`src/pkg/adcrg_pkg.sv`:
```
// package: register map, field layout and carrier types of the converter register bank
`default_nettype none
package adcrg_pkg;
    // register select codes
    localparam logic [2:0] ADCRG_SEL_DATA = 3'h3;
    localparam logic [2:0] ADCRG_SEL_ID = 3'h4;
    localparam logic [2:0] ADCRG_SEL_GPO = 3'h5;
    localparam logic [2:0] ADCRG_SEL_OFFSET = 3'h6;
    // register select codes of my own for loose control and status
    localparam logic [2:0] ADCRG_SEL_CTRL = 3'h1;
    localparam logic [2:0] ADCRG_SEL_STATUS = 3'h0;
    // widths
    localparam int ADCRG_DW = 24;
    localparam int ADCRG_NPAIR = 5;
    // reset values
    localparam logic [23:0] ADCRG_DATA_RST = 24'h00_0000;
    localparam logic [23:0] ADCRG_OFFSET_RST = 24'h80_0000;
    localparam logic [7:0] ADCRG_GPO_RST = 8'h00;
    // output control field positions
    localparam int ADCRG_GPO_TOP = 7;
    localparam int ADCRG_GPO_BRIDGE = 6;
    localparam int ADCRG_GPO_UPEN = 5;
    localparam int ADCRG_GPO_LOEN = 4;
    // control register field positions
    localparam int ADCRG_CTL_APPEND = 0;
    localparam int ADCRG_CTL_REFERENCE_SELECT = 1;
    localparam int ADCRG_CTL_PSEUDO = 2;
    // status field positions
    localparam int ADCRG_STA_NRDY = 7;
    // channel codes
    localparam logic [3:0] ADCRG_CODE_TEMP = 4'h8;
    localparam logic [3:0] ADCRG_CODE_SHORT = 4'h9;
    localparam logic [2:0] ADCRG_PAIR_SHARED = 3'h4;
    localparam int ADCRG_TEMP_BIT = 8;
    localparam int ADCRG_SHORT_BIT = 9;
    // converter result carrier
    typedef struct packed {
        logic [23:0] value;
        logic [3:0] code;
    } adcrg_result_t;
    // calibration carrier
    typedef struct packed {
        logic [2:0] pair;
        logic [23:0] coeff;
    } adcrg_cal_t;
endpackage : adcrg_pkg
`default_nettype wire
```
`src/hw/adcrg_chan_map.sv`:
```
// module: channel enable to channel code and calibration pair mapping
`default_nettype none
module adcrg_chan_map
    import adcrg_pkg::*;
(
    // selection
    input wire logic [9:0] chan_en,
    input wire logic pseudo,
    // mapped results
    output logic [3:0] channel_code,
    output logic [2:0] cal_pair,
    output logic valid
);
    // lowest set enable wins; a single enable is the documented use
    function automatic logic [3:0] first_set(input logic [9:0] v);
        logic [3:0] r;
        r = 4'h0;
        for (int i = 9; i >= 0; i--) begin
            if (v[i]) begin
                r = 4'(i);
            end
        end
        return r;
    endfunction : first_set

    wire logic [3:0] idx = first_set(chan_en);
    wire logic is_short = (idx == 4'(ADCRG_SHORT_BIT));
    wire logic is_temp = (idx == 4'(ADCRG_TEMP_BIT));
    // channel codes follow the enable index directly
    assign channel_code = is_short ? ADCRG_CODE_SHORT : (is_temp ? ADCRG_CODE_TEMP : idx);
    // pseudo mode shares pair 4 for upper channels; differential folds to 0..3
    assign cal_pair = is_short ? 3'h0 :
                      (pseudo && idx[2]) ? ADCRG_PAIR_SHARED : {1'b0, idx[1:0]};
    assign valid = |chan_en;
endmodule : adcrg_chan_map
`default_nettype wire

```
`src/hw/adcrg_regs.sv`:
```
// module: converter register bank with result, identity, output control and offsets
`default_nettype none
// Functional notes
// - pseudo enables map to channel codes
// - pseudo channels four-seven share calibration pair four
// - data register is 24-bit read-only
// - data read sets ready, no unread result
// - append status after result when enabled
// - status low nibble holds channel code
// - identity register read-only, returns code
// - output control 8-bit, resets zero
// - bit six drives bridge switch
// - upper enable drives outputs three, two
// - lower enable drives outputs one, zero
// - data bits set enabled pin levels
// - readback shows actual enabled pin levels
// - lower pins serve as second reference
// - offsets 24-bit, reset 0x800000
// - five offset registers paired with full-scale; this bank holds the five offsets only, with no full-scale registers
// - zero-scale calibration overwrites selected offset
// - register select codes, data resets zero
module adcrg_regs
    import adcrg_pkg::*;
#(
    parameter logic [7:0] ID_CODE = 8'h5A // arbitrary identity value
) (
    // clock and reset
    input wire logic clk,
    input wire logic reset,
    input wire logic clk_en,
    // register port
    input wire logic [2:0] reg_addr,
    input wire logic [31:0] reg_wdata,
    input wire logic reg_wr,
    input wire logic reg_rd,
    output logic [31:0] reg_rdata,
    // converter side
    input wire logic result_valid,
    input wire logic [23:0] result_value,
    input wire logic [9:0] chan_en,
    input wire logic cal_done,
    input wire logic [23:0] cal_coeff,
    // calibration lookup
    output logic [2:0] active_pair,
    output logic [23:0] active_offset,
    // pins
    output logic data_ready_n,
    output logic bridge_switch_on,
    input wire logic [3:0] gp_in,
    output logic [3:0] gp_out,
    output logic [3:0] gp_oe,
    output logic second_reference_input
);
    ////////////////////////////////////////////////////////////////////////
    // state
    adcrg_result_t result_q;
    logic nrdy_q;
    logic [7:0] gpo_q;
    logic [7:0] ctrl_q;
    logic [23:0] offset_q [ADCRG_NPAIR];
    logic [2:0] offset_sel_q;
    logic [31:0] rdata_q;
    logic [3:0] gp_s1_q;
    logic [3:0] gp_s2_q;

    logic [3:0] map_code;
    logic [2:0] map_pair;

    adcrg_chan_map i_adcrg_chan_map (
        .chan_en(chan_en),
        .pseudo(ctrl_q[ADCRG_CTL_PSEUDO]),
        .channel_code(map_code),
        .cal_pair(map_pair),
        .valid()
    );

    ////////////////////////////////////////////////////////////////////////
    // decode
    wire logic wr_gpo = reg_wr && (reg_addr == ADCRG_SEL_GPO);
    wire logic wr_ctrl = reg_wr && (reg_addr == ADCRG_SEL_CTRL);
    wire logic wr_off = reg_wr && (reg_addr == ADCRG_SEL_OFFSET);
    wire logic rd_data = reg_rd && (reg_addr == ADCRG_SEL_DATA);
    wire logic up_en = gpo_q[ADCRG_GPO_UPEN];
    wire logic lo_en = gpo_q[ADCRG_GPO_LOEN];
    wire logic [7:0] status = {nrdy_q, 3'h0, result_q.code};
    wire logic [2:0] wr_pair = (reg_wdata[26:24] < 3'(ADCRG_NPAIR)) ? reg_wdata[26:24] : 3'h0;
    // readback of one pin pair: synchronised pin level when enabled, stored bit otherwise
    function automatic logic [1:0] pin_view(input logic en, input logic [1:0] pin,
                                            input logic [1:0] dat);
        return en ? pin : dat;
    endfunction : pin_view

    // drive value of one pin pair; a disabled pair never leaks its data bits
    function automatic logic [1:0] pair_drive(input logic en, input logic [1:0] dat);
        return en ? dat : 2'b00;
    endfunction : pair_drive

    // pin levels replace data bits while the pair is enabled
    wire logic [7:0] gpo_read = {gpo_q[7:4],
                                 pin_view(up_en, gp_s2_q[3:2], gpo_q[3:2]),
                                 pin_view(lo_en, gp_s2_q[1:0], gpo_q[1:0])};
    // status rides in the low byte behind the 24-bit result
    wire logic [31:0] data_read = ctrl_q[ADCRG_CTL_APPEND] ?
                                  {result_q.value, status} : {8'h00, result_q.value};
    logic [31:0] rd_mux;
    always_comb begin
        case (reg_addr)
            ADCRG_SEL_DATA: rd_mux = data_read;
            ADCRG_SEL_ID: rd_mux = {24'h00_0000, ID_CODE};
            ADCRG_SEL_GPO: rd_mux = {24'h00_0000, gpo_read};
            ADCRG_SEL_OFFSET: rd_mux = {5'h00, offset_sel_q, offset_q[offset_sel_q]};
            ADCRG_SEL_CTRL: rd_mux = {24'h00_0000, ctrl_q};
            ADCRG_SEL_STATUS: rd_mux = {24'h00_0000, status};
            default: rd_mux = 32'h0000_0000;
        endcase
    end

    ////////////////////////////////////////////////////////////////////////
    // pin synchroniser: readback of pins from outside
    always_ff @(posedge clk or posedge reset) begin
        if (reset) begin
            gp_s1_q <= 4'h0;
            gp_s2_q <= 4'h0;
        end else if (clk_en) begin
            gp_s1_q <= gp_in;
            gp_s2_q <= gp_s1_q;
        end
    end

    // result capture; a fresh result beats a same-cycle read
    always_ff @(posedge clk or posedge reset) begin
        if (reset) begin
            result_q <= '{value: ADCRG_DATA_RST, code: 4'h0};
            nrdy_q <= 1'b1;
        end else if (clk_en) begin
            if (result_valid) begin
                result_q <= '{value: result_value, code: map_code};
                nrdy_q <= 1'b0;
            end else if (rd_data) begin
                nrdy_q <= 1'b1;
            end
        end
    end

    // output control; top bit is held zero whatever the host sends
    always_ff @(posedge clk or posedge reset) begin
        if (reset) begin
            gpo_q <= ADCRG_GPO_RST;
            ctrl_q <= 8'h00;
        end else if (clk_en) begin
            if (wr_gpo) begin
                gpo_q <= {1'b0, reg_wdata[6:0]};
            end
            if (wr_ctrl) begin
                ctrl_q <= reg_wdata[7:0];
            end
        end
    end

    // offsets; calibration wins over a host write in the same cycle
    always_ff @(posedge clk or posedge reset) begin
        if (reset) begin
            for (int i = 0; i < ADCRG_NPAIR; i++) begin
                offset_q[i] <= ADCRG_OFFSET_RST;
            end
            offset_sel_q <= 3'h0;
        end else if (clk_en) begin
            if (cal_done) begin
                offset_q[map_pair] <= cal_coeff;
            end else if (wr_off) begin
                offset_q[wr_pair] <= reg_wdata[23:0];
            end
            if (wr_off) begin
                offset_sel_q <= wr_pair;
            end
        end
    end

    // read data one cycle after the strobe; writes to data/id touch nothing
    always_ff @(posedge clk or posedge reset) begin
        if (reset) begin
            rdata_q <= 32'h0000_0000;
        end else if (clk_en) begin
            rdata_q <= reg_rd ? rd_mux : 32'h0000_0000;
        end
    end

    ////////////////////////////////////////////////////////////////////////
    // outputs
    assign reg_rdata = rdata_q;
    assign data_ready_n = nrdy_q;
    assign bridge_switch_on = gpo_q[ADCRG_GPO_BRIDGE];
    // disabled pairs float; their data bits have no effect
    assign gp_oe = {up_en, up_en, lo_en & ~ctrl_q[ADCRG_CTL_REFERENCE_SELECT],
                    lo_en & ~ctrl_q[ADCRG_CTL_REFERENCE_SELECT]};
    assign gp_out = {pair_drive(up_en, gpo_q[3:2]), pair_drive(lo_en, gpo_q[1:0])};
    assign second_reference_input = ctrl_q[ADCRG_CTL_REFERENCE_SELECT];
    assign active_pair = map_pair;
    assign active_offset = offset_q[map_pair];

    ////////////////////////////////////////////////////////////////////////
    // checks
    a_gpo_top_zero: assert property (@(posedge clk) disable iff (reset)
        gpo_q[ADCRG_GPO_TOP] == 1'b0) else $error("output control top bit set");
    a_ready_on_read: assert property (@(posedge clk) disable iff (reset)
        clk_en && rd_data && !result_valid |=> data_ready_n) else $error("ready not set");
    a_result_clears: assert property (@(posedge clk) disable iff (reset)
        clk_en && result_valid |=> !data_ready_n && result_q.value == $past(result_value))
        else $error("result not captured");
    a_upper_drive: assert property (@(posedge clk) disable iff (reset)
        gp_oe[3:2] == {2{gpo_q[ADCRG_GPO_UPEN]}}) else $error("upper enable wrong");
    a_lower_float: assert property (@(posedge clk) disable iff (reset)
        !lo_en |-> gp_oe[1:0] == 2'b00 && gp_out[1:0] == 2'b00) else $error("lower drives");
    a_pin_level: assert property (@(posedge clk) disable iff (reset)
        up_en |-> gp_out[3:2] == gpo_q[3:2]) else $error("pin level wrong");
    a_id_read: assert property (@(posedge clk) disable iff (reset)
        clk_en && reg_rd && reg_addr == ADCRG_SEL_ID |=> reg_rdata == {24'h00_0000, ID_CODE})
        else $error("identity read wrong");
    a_cal_write: assert property (@(posedge clk) disable iff (reset)
        clk_en && cal_done |=> offset_q[$past(map_pair)] == $past(cal_coeff))
        else $error("calibration lost");
    a_status_code: assert property (@(posedge clk) disable iff (reset)
        clk_en && result_valid |=> status[3:0] == $past(map_code)) else $error("code wrong");
    a_bridge: assert property (@(posedge clk) disable iff (reset)
        clk_en && wr_gpo |=> bridge_switch_on == $past(reg_wdata[6])) else $error("bridge");

    // a write aimed at the result register must not disturb it
    a_data_ro_write: assert property (@(posedge clk) disable iff (reset)
        clk_en && reg_wr && reg_addr == ADCRG_SEL_DATA && !result_valid |=>
        result_q == $past(result_q)) else $error("data register written");

    // low seven bits of the output control take the host value
    a_gpo_write: assert property (@(posedge clk) disable iff (reset)
        clk_en && wr_gpo |=> gpo_q[6:0] == $past(reg_wdata[6:0]))
        else $error("output control write lost");

    // the bridge switch only moves on a host write, reset aside
    a_bridge_hold: assert property (@(posedge clk) disable iff (reset)
        clk_en && !wr_gpo |=> bridge_switch_on == $past(bridge_switch_on))
        else $error("bridge moved without write");

    // a disabled upper pair shows nothing of its data bits
    a_upper_float: assert property (@(posedge clk) disable iff (reset)
        !up_en |-> gp_out[3:2] == 2'b00) else $error("upper data leaks");

    // enabled lower pair drives unless taken over as reference
    a_lower_drive: assert property (@(posedge clk) disable iff (reset)
        lo_en && !second_reference_input |-> gp_oe[1:0] == 2'b11)
        else $error("lower not driven");

    // lower pin levels follow their data bits
    a_lower_level: assert property (@(posedge clk) disable iff (reset)
        lo_en |-> gp_out[1:0] == gpo_q[1:0]) else $error("lower level wrong");

    // reference use releases the lower pins
    a_ref_release: assert property (@(posedge clk) disable iff (reset)
        second_reference_input |-> gp_oe[1:0] == 2'b00) else $error("reference pins driven");

    // readback of an enabled pair is the synchronised pin level
    a_upper_readback: assert property (@(posedge clk) disable iff (reset)
        clk_en && reg_rd && reg_addr == ADCRG_SEL_GPO && up_en |=>
        reg_rdata[3:2] == $past(gp_s2_q[3:2])) else $error("upper readback wrong");

    a_lower_readback: assert property (@(posedge clk) disable iff (reset)
        clk_en && reg_rd && reg_addr == ADCRG_SEL_GPO && lo_en |=>
        reg_rdata[1:0] == $past(gp_s2_q[1:0])) else $error("lower readback wrong");

    // without append the top byte of a data read is empty
    a_append_off: assert property (@(posedge clk) disable iff (reset)
        clk_en && rd_data && !ctrl_q[ADCRG_CTL_APPEND] |=>
        reg_rdata == {8'h00, $past(result_q.value)}) else $error("plain data read wrong");

    // with append the status byte follows the result
    a_append_on: assert property (@(posedge clk) disable iff (reset)
        clk_en && rd_data && ctrl_q[ADCRG_CTL_APPEND] |=>
        reg_rdata[31:8] == $past(result_q.value) && reg_rdata[3:0] == $past(result_q.code))
        else $error("appended read wrong");

    // a status read carries the code of the held result
    a_status_read: assert property (@(posedge clk) disable iff (reset)
        clk_en && reg_rd && reg_addr == ADCRG_SEL_STATUS |=>
        reg_rdata[3:0] == $past(result_q.code)) else $error("status code wrong");

    // a host offset write lands in the pair it names
    a_offset_write: assert property (@(posedge clk) disable iff (reset)
        clk_en && wr_off && !cal_done |=> offset_q[$past(wr_pair)] == $past(reg_wdata[23:0]))
        else $error("offset write lost");

    // the readback pointer never leaves the five pairs
    a_offset_sel: assert property (@(posedge clk) disable iff (reset)
        clk_en && wr_off |=> offset_sel_q < 3'(ADCRG_NPAIR)) else $error("pair out of range");

    // pseudo channels four to seven share one pair
    a_pair_shared: assert property (@(posedge clk) disable iff (reset)
        ctrl_q[ADCRG_CTL_PSEUDO] && map_code[3:2] == 2'b01 |-> map_pair == ADCRG_PAIR_SHARED)
        else $error("shared pair wrong");

    // channels zero to three keep their own pair in both modes
    a_pair_direct: assert property (@(posedge clk) disable iff (reset)
        map_code[3:2] == 2'b00 |-> map_pair == {1'b0, map_code[1:0]})
        else $error("direct pair wrong");

    a_short_pair: assert property (@(posedge clk) disable iff (reset)
        map_code == ADCRG_CODE_SHORT |-> map_pair == 3'h0) else $error("short pair wrong");

    // temperature and short enables report their fixed codes
    a_temp_code: assert property (@(posedge clk) disable iff (reset)
        chan_en == 10'(1 << ADCRG_TEMP_BIT) |-> map_code == ADCRG_CODE_TEMP)
        else $error("temperature code wrong");

    a_short_code: assert property (@(posedge clk) disable iff (reset)
        chan_en == 10'(1 << ADCRG_SHORT_BIT) |-> map_code == ADCRG_CODE_SHORT)
        else $error("short code wrong");

    // clock enable low holds every register
    a_clken_freeze: assert property (@(posedge clk) disable iff (reset)
        !clk_en |=> gpo_q == $past(gpo_q) && nrdy_q == $past(nrdy_q) &&
        rdata_q == $past(rdata_q)) else $error("state moved while frozen");

    // read data stand only in the cycle after a read strobe
    a_idle_rdata: assert property (@(posedge clk) disable iff (reset)
        clk_en && !reg_rd |=> reg_rdata == 32'h0000_0000) else $error("stale read data");
endmodule : adcrg_regs
`default_nettype wire

```
`config.mk`:
```
export PLATFORM = sky130hd
export DESIGN_NAME = adcrg_regs
export DESIGN_NICKNAME = d
export VERILOG_FILES = /design/src/pkg/adcrg_pkg.sv /design/src/hw/adcrg_chan_map.sv /design/src/hw/adcrg_regs.sv
export SDC_FILE = /design/constraint.sdc
export NUM_CORES = 1
export LEC_CHECK = 0
export BUFFER_PORTS_ARGS = -buffer_cell sky130_fd_sc_hd__clkbuf_2
export CORE_MARGIN = 10
export CORE_UTILIZATION = 60
export CTS_BUF_LIST = sky130_fd_sc_hd__clkbuf_4
export CTS_CLUSTER_DIAMETER = 200
export DETAILED_ROUTE_END_ITERATION = 16
export GPL_ROUTABILITY_DRIVEN = 0
export HOLD_SLACK_MARGIN = 0.03
export PLACE_DENSITY = 0.84
export SYNTH_ARGS = -nofsm -noshare
export SYNTH_HDL_FRONTEND = slang
export SYNTH_SLANG_ARGS = --single-unit
```
`constraint.sdc`:
```
create_clock -name clk -period 18.8 [get_ports clk]
set_input_delay 0.94 -clock clk [delete_from_list [all_inputs] [get_ports clk]]
set_output_delay 0.94 -clock clk [all_outputs]
set_load 0.01 [all_outputs]
```
# Word level (Yosys, flattened, before mapping)
# Index checks and enable logic that the tools add are counted.
[op_classes]
order_cmp = 6
eq_ne = 7
n_mux = 38
n_bitwise = 5
reduce_logical = 16
[op_table]
columns = ["op", "n"]
rows = [
  ["$bwmux 120", 2],
  ["$mux 120", 2],
  ["$pmux 32 s6", 1],
  ["$bmux 24 s3", 2],
  ["$demux 24 s3", 2],
  ["$mux 24", 6],
  ["$mux 32", 2],
  ["$mux 4", 12],
  ["$ge 4x4->1 const B", 3],
  ["$not 3->4", 3],
  ["$reduce_and 2->1", 6],
  ["$eq 3x3->1 const B", 3],
  ["$mux 3", 3],
  ["$eq 4x4->1 const B", 2],
  ["$lt 4x1->1 const B", 2],
  ["$mux 2", 4],
  ["$logic_and 1x1->1", 7],
  ["$reduce_bool 2->1", 2],
  ["$eq 3x1->1 const B", 1],
  ["$eq 3x2->1 const B", 1],
  ["$logic_not 3->1", 1],
  ["$lt 3x3->1 const B", 1],
  ["$mux 1", 2],
  ["$and 1x1->1", 1],
  ["$not 1->1", 1],
]
[totals]
register_bits = 207
input_bits = 104
output_inout_bits = 70
wordCells = 86

# Depth between registers and ports, before layout
[depth]
word_depth = 20
ltp_mapped = 9
mapped_depth_nobuf = 7

# Modules after synthesis
# From an unflattened synthesis, not the netlist that was laid out.
[unflattened]
hier_cells = 1119
area_unflattened_um2 = 11673.7
[modules_own_cells]
columns = ["mod", "instances", "cells_each", "area_each_um2"]
rows = [
  ["adcrg_regs", 1, 1098, 11513.5],
  ["adcrg_chan_map", 1, 21, 160.2],
]

# Worst setup path after synthesis
# No wires, ideal clock.
[synth_timing]
path_kind = "input port to output port"
startpoint = "input port chan_en[5]"
endpoint = "output port active_offset[20]"
arrival_time_ns = 2.602
required_time_ns = 17.860
setup_slack_ns = 15.258
path_stages = 8
n_path_buf = 2
path_cell_list = "buf_6 nor2_1 a221oi_1 o311ai_2 nor2_4 buf_4 mux2i_1 o221ai_1"
[synth_between]
elab_chain_len = 13
[synth_rtl]
columns = ["element", "line_no", "source"]
rows = [
  ["from (decl)", "adcrg_regs.sv:40", "input wire logic [9:0] chan_en,"],
  ["$mux 4 * (6 in series)", "adcrg_chan_map.sv:19", "if (v[i]) begin"],
  ["$logic_and 1x1->1", "adcrg_chan_map.sv:33", "(pseudo && idx[2]) ? ADCRG_PAIR_SHARED : {1'b0, idx[1:0]};"],
  ["$mux 3", "adcrg_chan_map.sv:33", ""],
  ["$mux 3 *", "adcrg_chan_map.sv:32", "assign cal_pair = is_short ? 3'h0 :"],
  ["named net active_pair[0]", "adcrg_regs.sv:44", "output logic [2:0] active_pair,"],
  ["$not 3->4 (not written as such) *", "adcrg_regs.sv:199", "assign active_offset = offset_q[map_pair];"],
  ["$bmux 24 s3 *", "adcrg_regs.sv:199", ""],
  ["$mux 24 (not written as such) * (2 in series)", "adcrg_regs.sv:199", ""],
  ["to (decl)", "adcrg_regs.sv:45", "output logic [23:0] active_offset,"],
]
# Mark *: on every way through the listed nets, which the timed path passes. The rest lies on a longest branch. The select of a mux whose other input is x is not followed.

# Final worst setup path
[layout_timing]
startpoint = "input port chan_en[5]"
endpoint = "output port active_offset[7]"
[layout_between]
elab_chain_len = 13
[layout_rtl]
columns = ["element", "line_no"]
rows = [
  ["$mux 4 * (6 in series)", "adcrg_chan_map.sv:19"],
  ["$logic_and 1x1->1", "adcrg_chan_map.sv:33"],
  ["$mux 3", "adcrg_chan_map.sv:33"],
  ["$mux 3 *", "adcrg_chan_map.sv:32"],
  ["$not 3->4 (not written as such) *", "adcrg_regs.sv:199"],
  ["$bmux 24 s3 *", "adcrg_regs.sv:199"],
  ["$mux 24 (not written as such) * (2 in series)", "adcrg_regs.sv:199"],
]
# Mark *: on every way between the ends. The rest lies on a longest branch, timed or not. The select of a mux whose other input is x is not followed.

==> out/results.ini <==
[layout]
nNetsFinal=1255
drive_gt1_share_pct=36.3
fillers=1350
syn_to_final_growth_pct=14.3
finalInstanceArea_um2=13000

[power]
seq_power_share_pct=45.0
p_sw_mw=0.409
leakagePower_nw=5.91
powerDensity_nw_per_um2=97.0
pwr-share-comb_pct=23.5
p_sw_share_pct=32.4
clkPwrFrac_pct=31.5
ir_drop_mv=0.0360
internal_power_mw=0.852

[worst_setup_path]
rr_startpoint=ctrl_q[2]$_DFFE_PP0P_
ff2ff_path_depth=6
critical_path_class=input pin to output port
critPathBufInv=4
slowest_stage=nor2_4
cp.arrival_ns=3.94
crit_fanout=25
end_kind=output port
crit_top_cell=clkbuf_2
crit_chain=clkbuf_2 -> inv_1 -> a221oi_1 -> o311ai_2 -> buf_4 -> nor2_4 -> mux2i_1 -> a21oi_1 -> clkbuf_2
regToRegSetupSlack_ns=15.17
max_stage_delay_ns=0.97
startpoint_type=input pin
critical-path-top-delay-family=compound AO/OA/AOI/OAI gates
r2r_end=offset_q[1]$_DFFE_PP0P_
worstPathRequired_ns=17.86

[clock_tree]
cts_tree=yes
clockBufferDepth=3
post_cts_resized=0
clk_pin_slew_worst_paths_ns=0.06
cts_setup_buffers=0
cts_root_buf=clkbuf_4
cts_hold_buf=0
numCtsBuffers=54
h-tree-depth=2
clkSinkCount=207
clk_latency_ns=0.70

[sta]
hold_viol=0
worst_slew_pin_slew_ns=1.24
finalMaxSlewViolations=0
setup_tns_ns=0
setup_viol=0
period_share_pct=25.9
slew_headroom_pct=17.1
max_freq_mhz=205
rsz0062_at_grt=no
min_period_ns=4.88
skew_ns=0.0598

[outcome]
status=finished clean

[synth]
syn_inst=995
synthSimpleGateAreaFrac_pct=6.58
yosysTopAreaCell=dfrtp_1
yosys-top-cells-count=dfrtp_1 (201), mux2_2 (110), nand2_1 (109)
ys_warn_count=0
synthFlopType=dfrtp_1
synth_cell_type_count=61
synth.most_common_cell=dfrtp_1
synth_edf_count=0
synth_adder_area_share_pct=0
synthArstFlopShare_pct=100
synth_top_area_share_pct=44.2
synth-xor-area-share_pct=0.154
synth_top_family_by_area=multiplexers
muxShareOfSynthArea_pct=25.8
synth_area_um2=11400
synth-compound-area-share_pct=17.7
synth_area_leaders=dfrtp_1 (44%), mux2_2 (11%), mux2i_1 (5.9%)
syn_area_per_cell_um2=11.4
synth_seq_cells=207
synth_nets=1099
synth_seq_area_share_pct=45.6

[global_routing]
grt_first_pass_wirelength_um=56800
grt_max_degree=155
grt_pass1_vias=10100
antenna_found_initial=2
grtUsageTotal_pct=29.2
grt_overflow=0

[detailed_routing]
vias=9998
drt_iter0_drc=1237
wirelength_um=36900
ant_nets=0
drc=0
first_pass_iters=6
wl_per_cell_um=25.9
viasPerCell=7.00

[floorplanning]
die_width_um=158
start_util_pct=61.0
core.rowCount=50
die_y_um=158
core_um2=18600
dieArea_um2=24900
num_io_pins=174

[placed_design]
hpwlAfterDp_um=23200
port-buffer-count=168
dpl_cell_area_um2=12300

[job]
maxCapViolations=0

[worst_hold_path]
min_path_type=input pin to async pin

-- layer usage --
layer,share of wire (%),GRT usage (%),wire [µm],vias to the layer above
li1,-,-,-,4184
met4,3.8,12.3,1390,2
met3,13,10.1,4950,139
met1,38,36.9,13900,4911
met5,0.035,0,13,-
met2,45,44.7,16600,762
-- registers in the layout, indices dropped and copies added (netlist names) --
register,flops
result_q,28
data_ready_n,1
offset_q,120
reg_rdata,32
gp_s2_q,4
gp_s1_q,4
ctrl_q,8
gpo_q,7
offset_sel_q,3
-- cells by family after synthesis --
logic type | Yosys count
multiplexers | 241
XOR/XNOR | 2
flip-flops | 207
AO/OA/AOI/OAI | 277
buffers and inverters | 97
AND/OR/NAND/NOR | 171
-- worst max path at each step --
stage                          start                     to  cells past startpoint
after floorplan                reset  ctrl_q[0]$_DFFE_PP0P_                      1
after global placement    chan_en[5]       active_offset[7]                      9
after detailed placement  chan_en[5]      active_offset[22]                      9
after CTS                 chan_en[5]      active_offset[22]                      9
after global routing      chan_en[5]      active_offset[23]                      9
final                     chan_en[5]       active_offset[7]                      9
-- power groups by stage --
stage,Combinational (mW),Clock (mW),Sequential [mW]
finish,0.296,0.397,0.568
detailed placement,0.290,0,0.573
CTS,0.292,0.399,0.565
global placement,0.283,0,0.568
floorplan,0.204,0,0.552
global route,0.316,0.425,0.574
-- stage by stage --
stage	util, %	instances	power (mW)	setup WS (ns)	hold slack (ns)
6_report	69.7	1428	1.26	13.92	0.476
3_3_place_gp	66.0	1329	0.850	14.08	0.475
2_1_floorplan	-	995	0.757	12.22	0.471
3_5_place_dp	66.0	1329	0.863	14.05	0.481
5_1_grt	69.7	1428	1.32	13.88	0.464
4_1_cts	69.7	1427	1.26	14.06	0.472
-- layout make-up --
class,count,area [µm²],area share [%]
inverter,11,48.8,0.375
timing repair buffer,186,976,7.51
sequential,207,5190,39.9
tap,234,293,2.25
multi-input combinational,691,5800,44.6
clock inverter,20,109,0.837
antenna,1,2.50,0.0193
clock buffer,78,586,4.51
-- cell usage in the layout, fill, tap and decap left out, types with 2 or more instances in the layout --
master	n
clkinv_2	3
clkinv_1	16
clkbuf_4	78
a211o_1	2
nor2_4	2
nor2b_1	6
o31ai_1	3
mux4_2	24
dfstp_2	6
buf_4	18
a221o_1	4
o21ai_0	30
mux2_2	110
dfrtp_1	201
mux2_4	10
nand2b_1	6
and2_1	5
a22oi_1	27
nand2_1	109
mux2_1	30
a21oi_1	19
mux2i_1	67
nand3_1	2
o21a_1	25
a21o_1	2
o2bb2ai_1	3
clkbuf_2	168
a22o_1	5
inv_1	8
nor4_1	2
o221ai_1	65
and3_1	4
nor3_1	8
nor2_1	19
o22ai_1	78
Power figures use the tool's default switching activity.
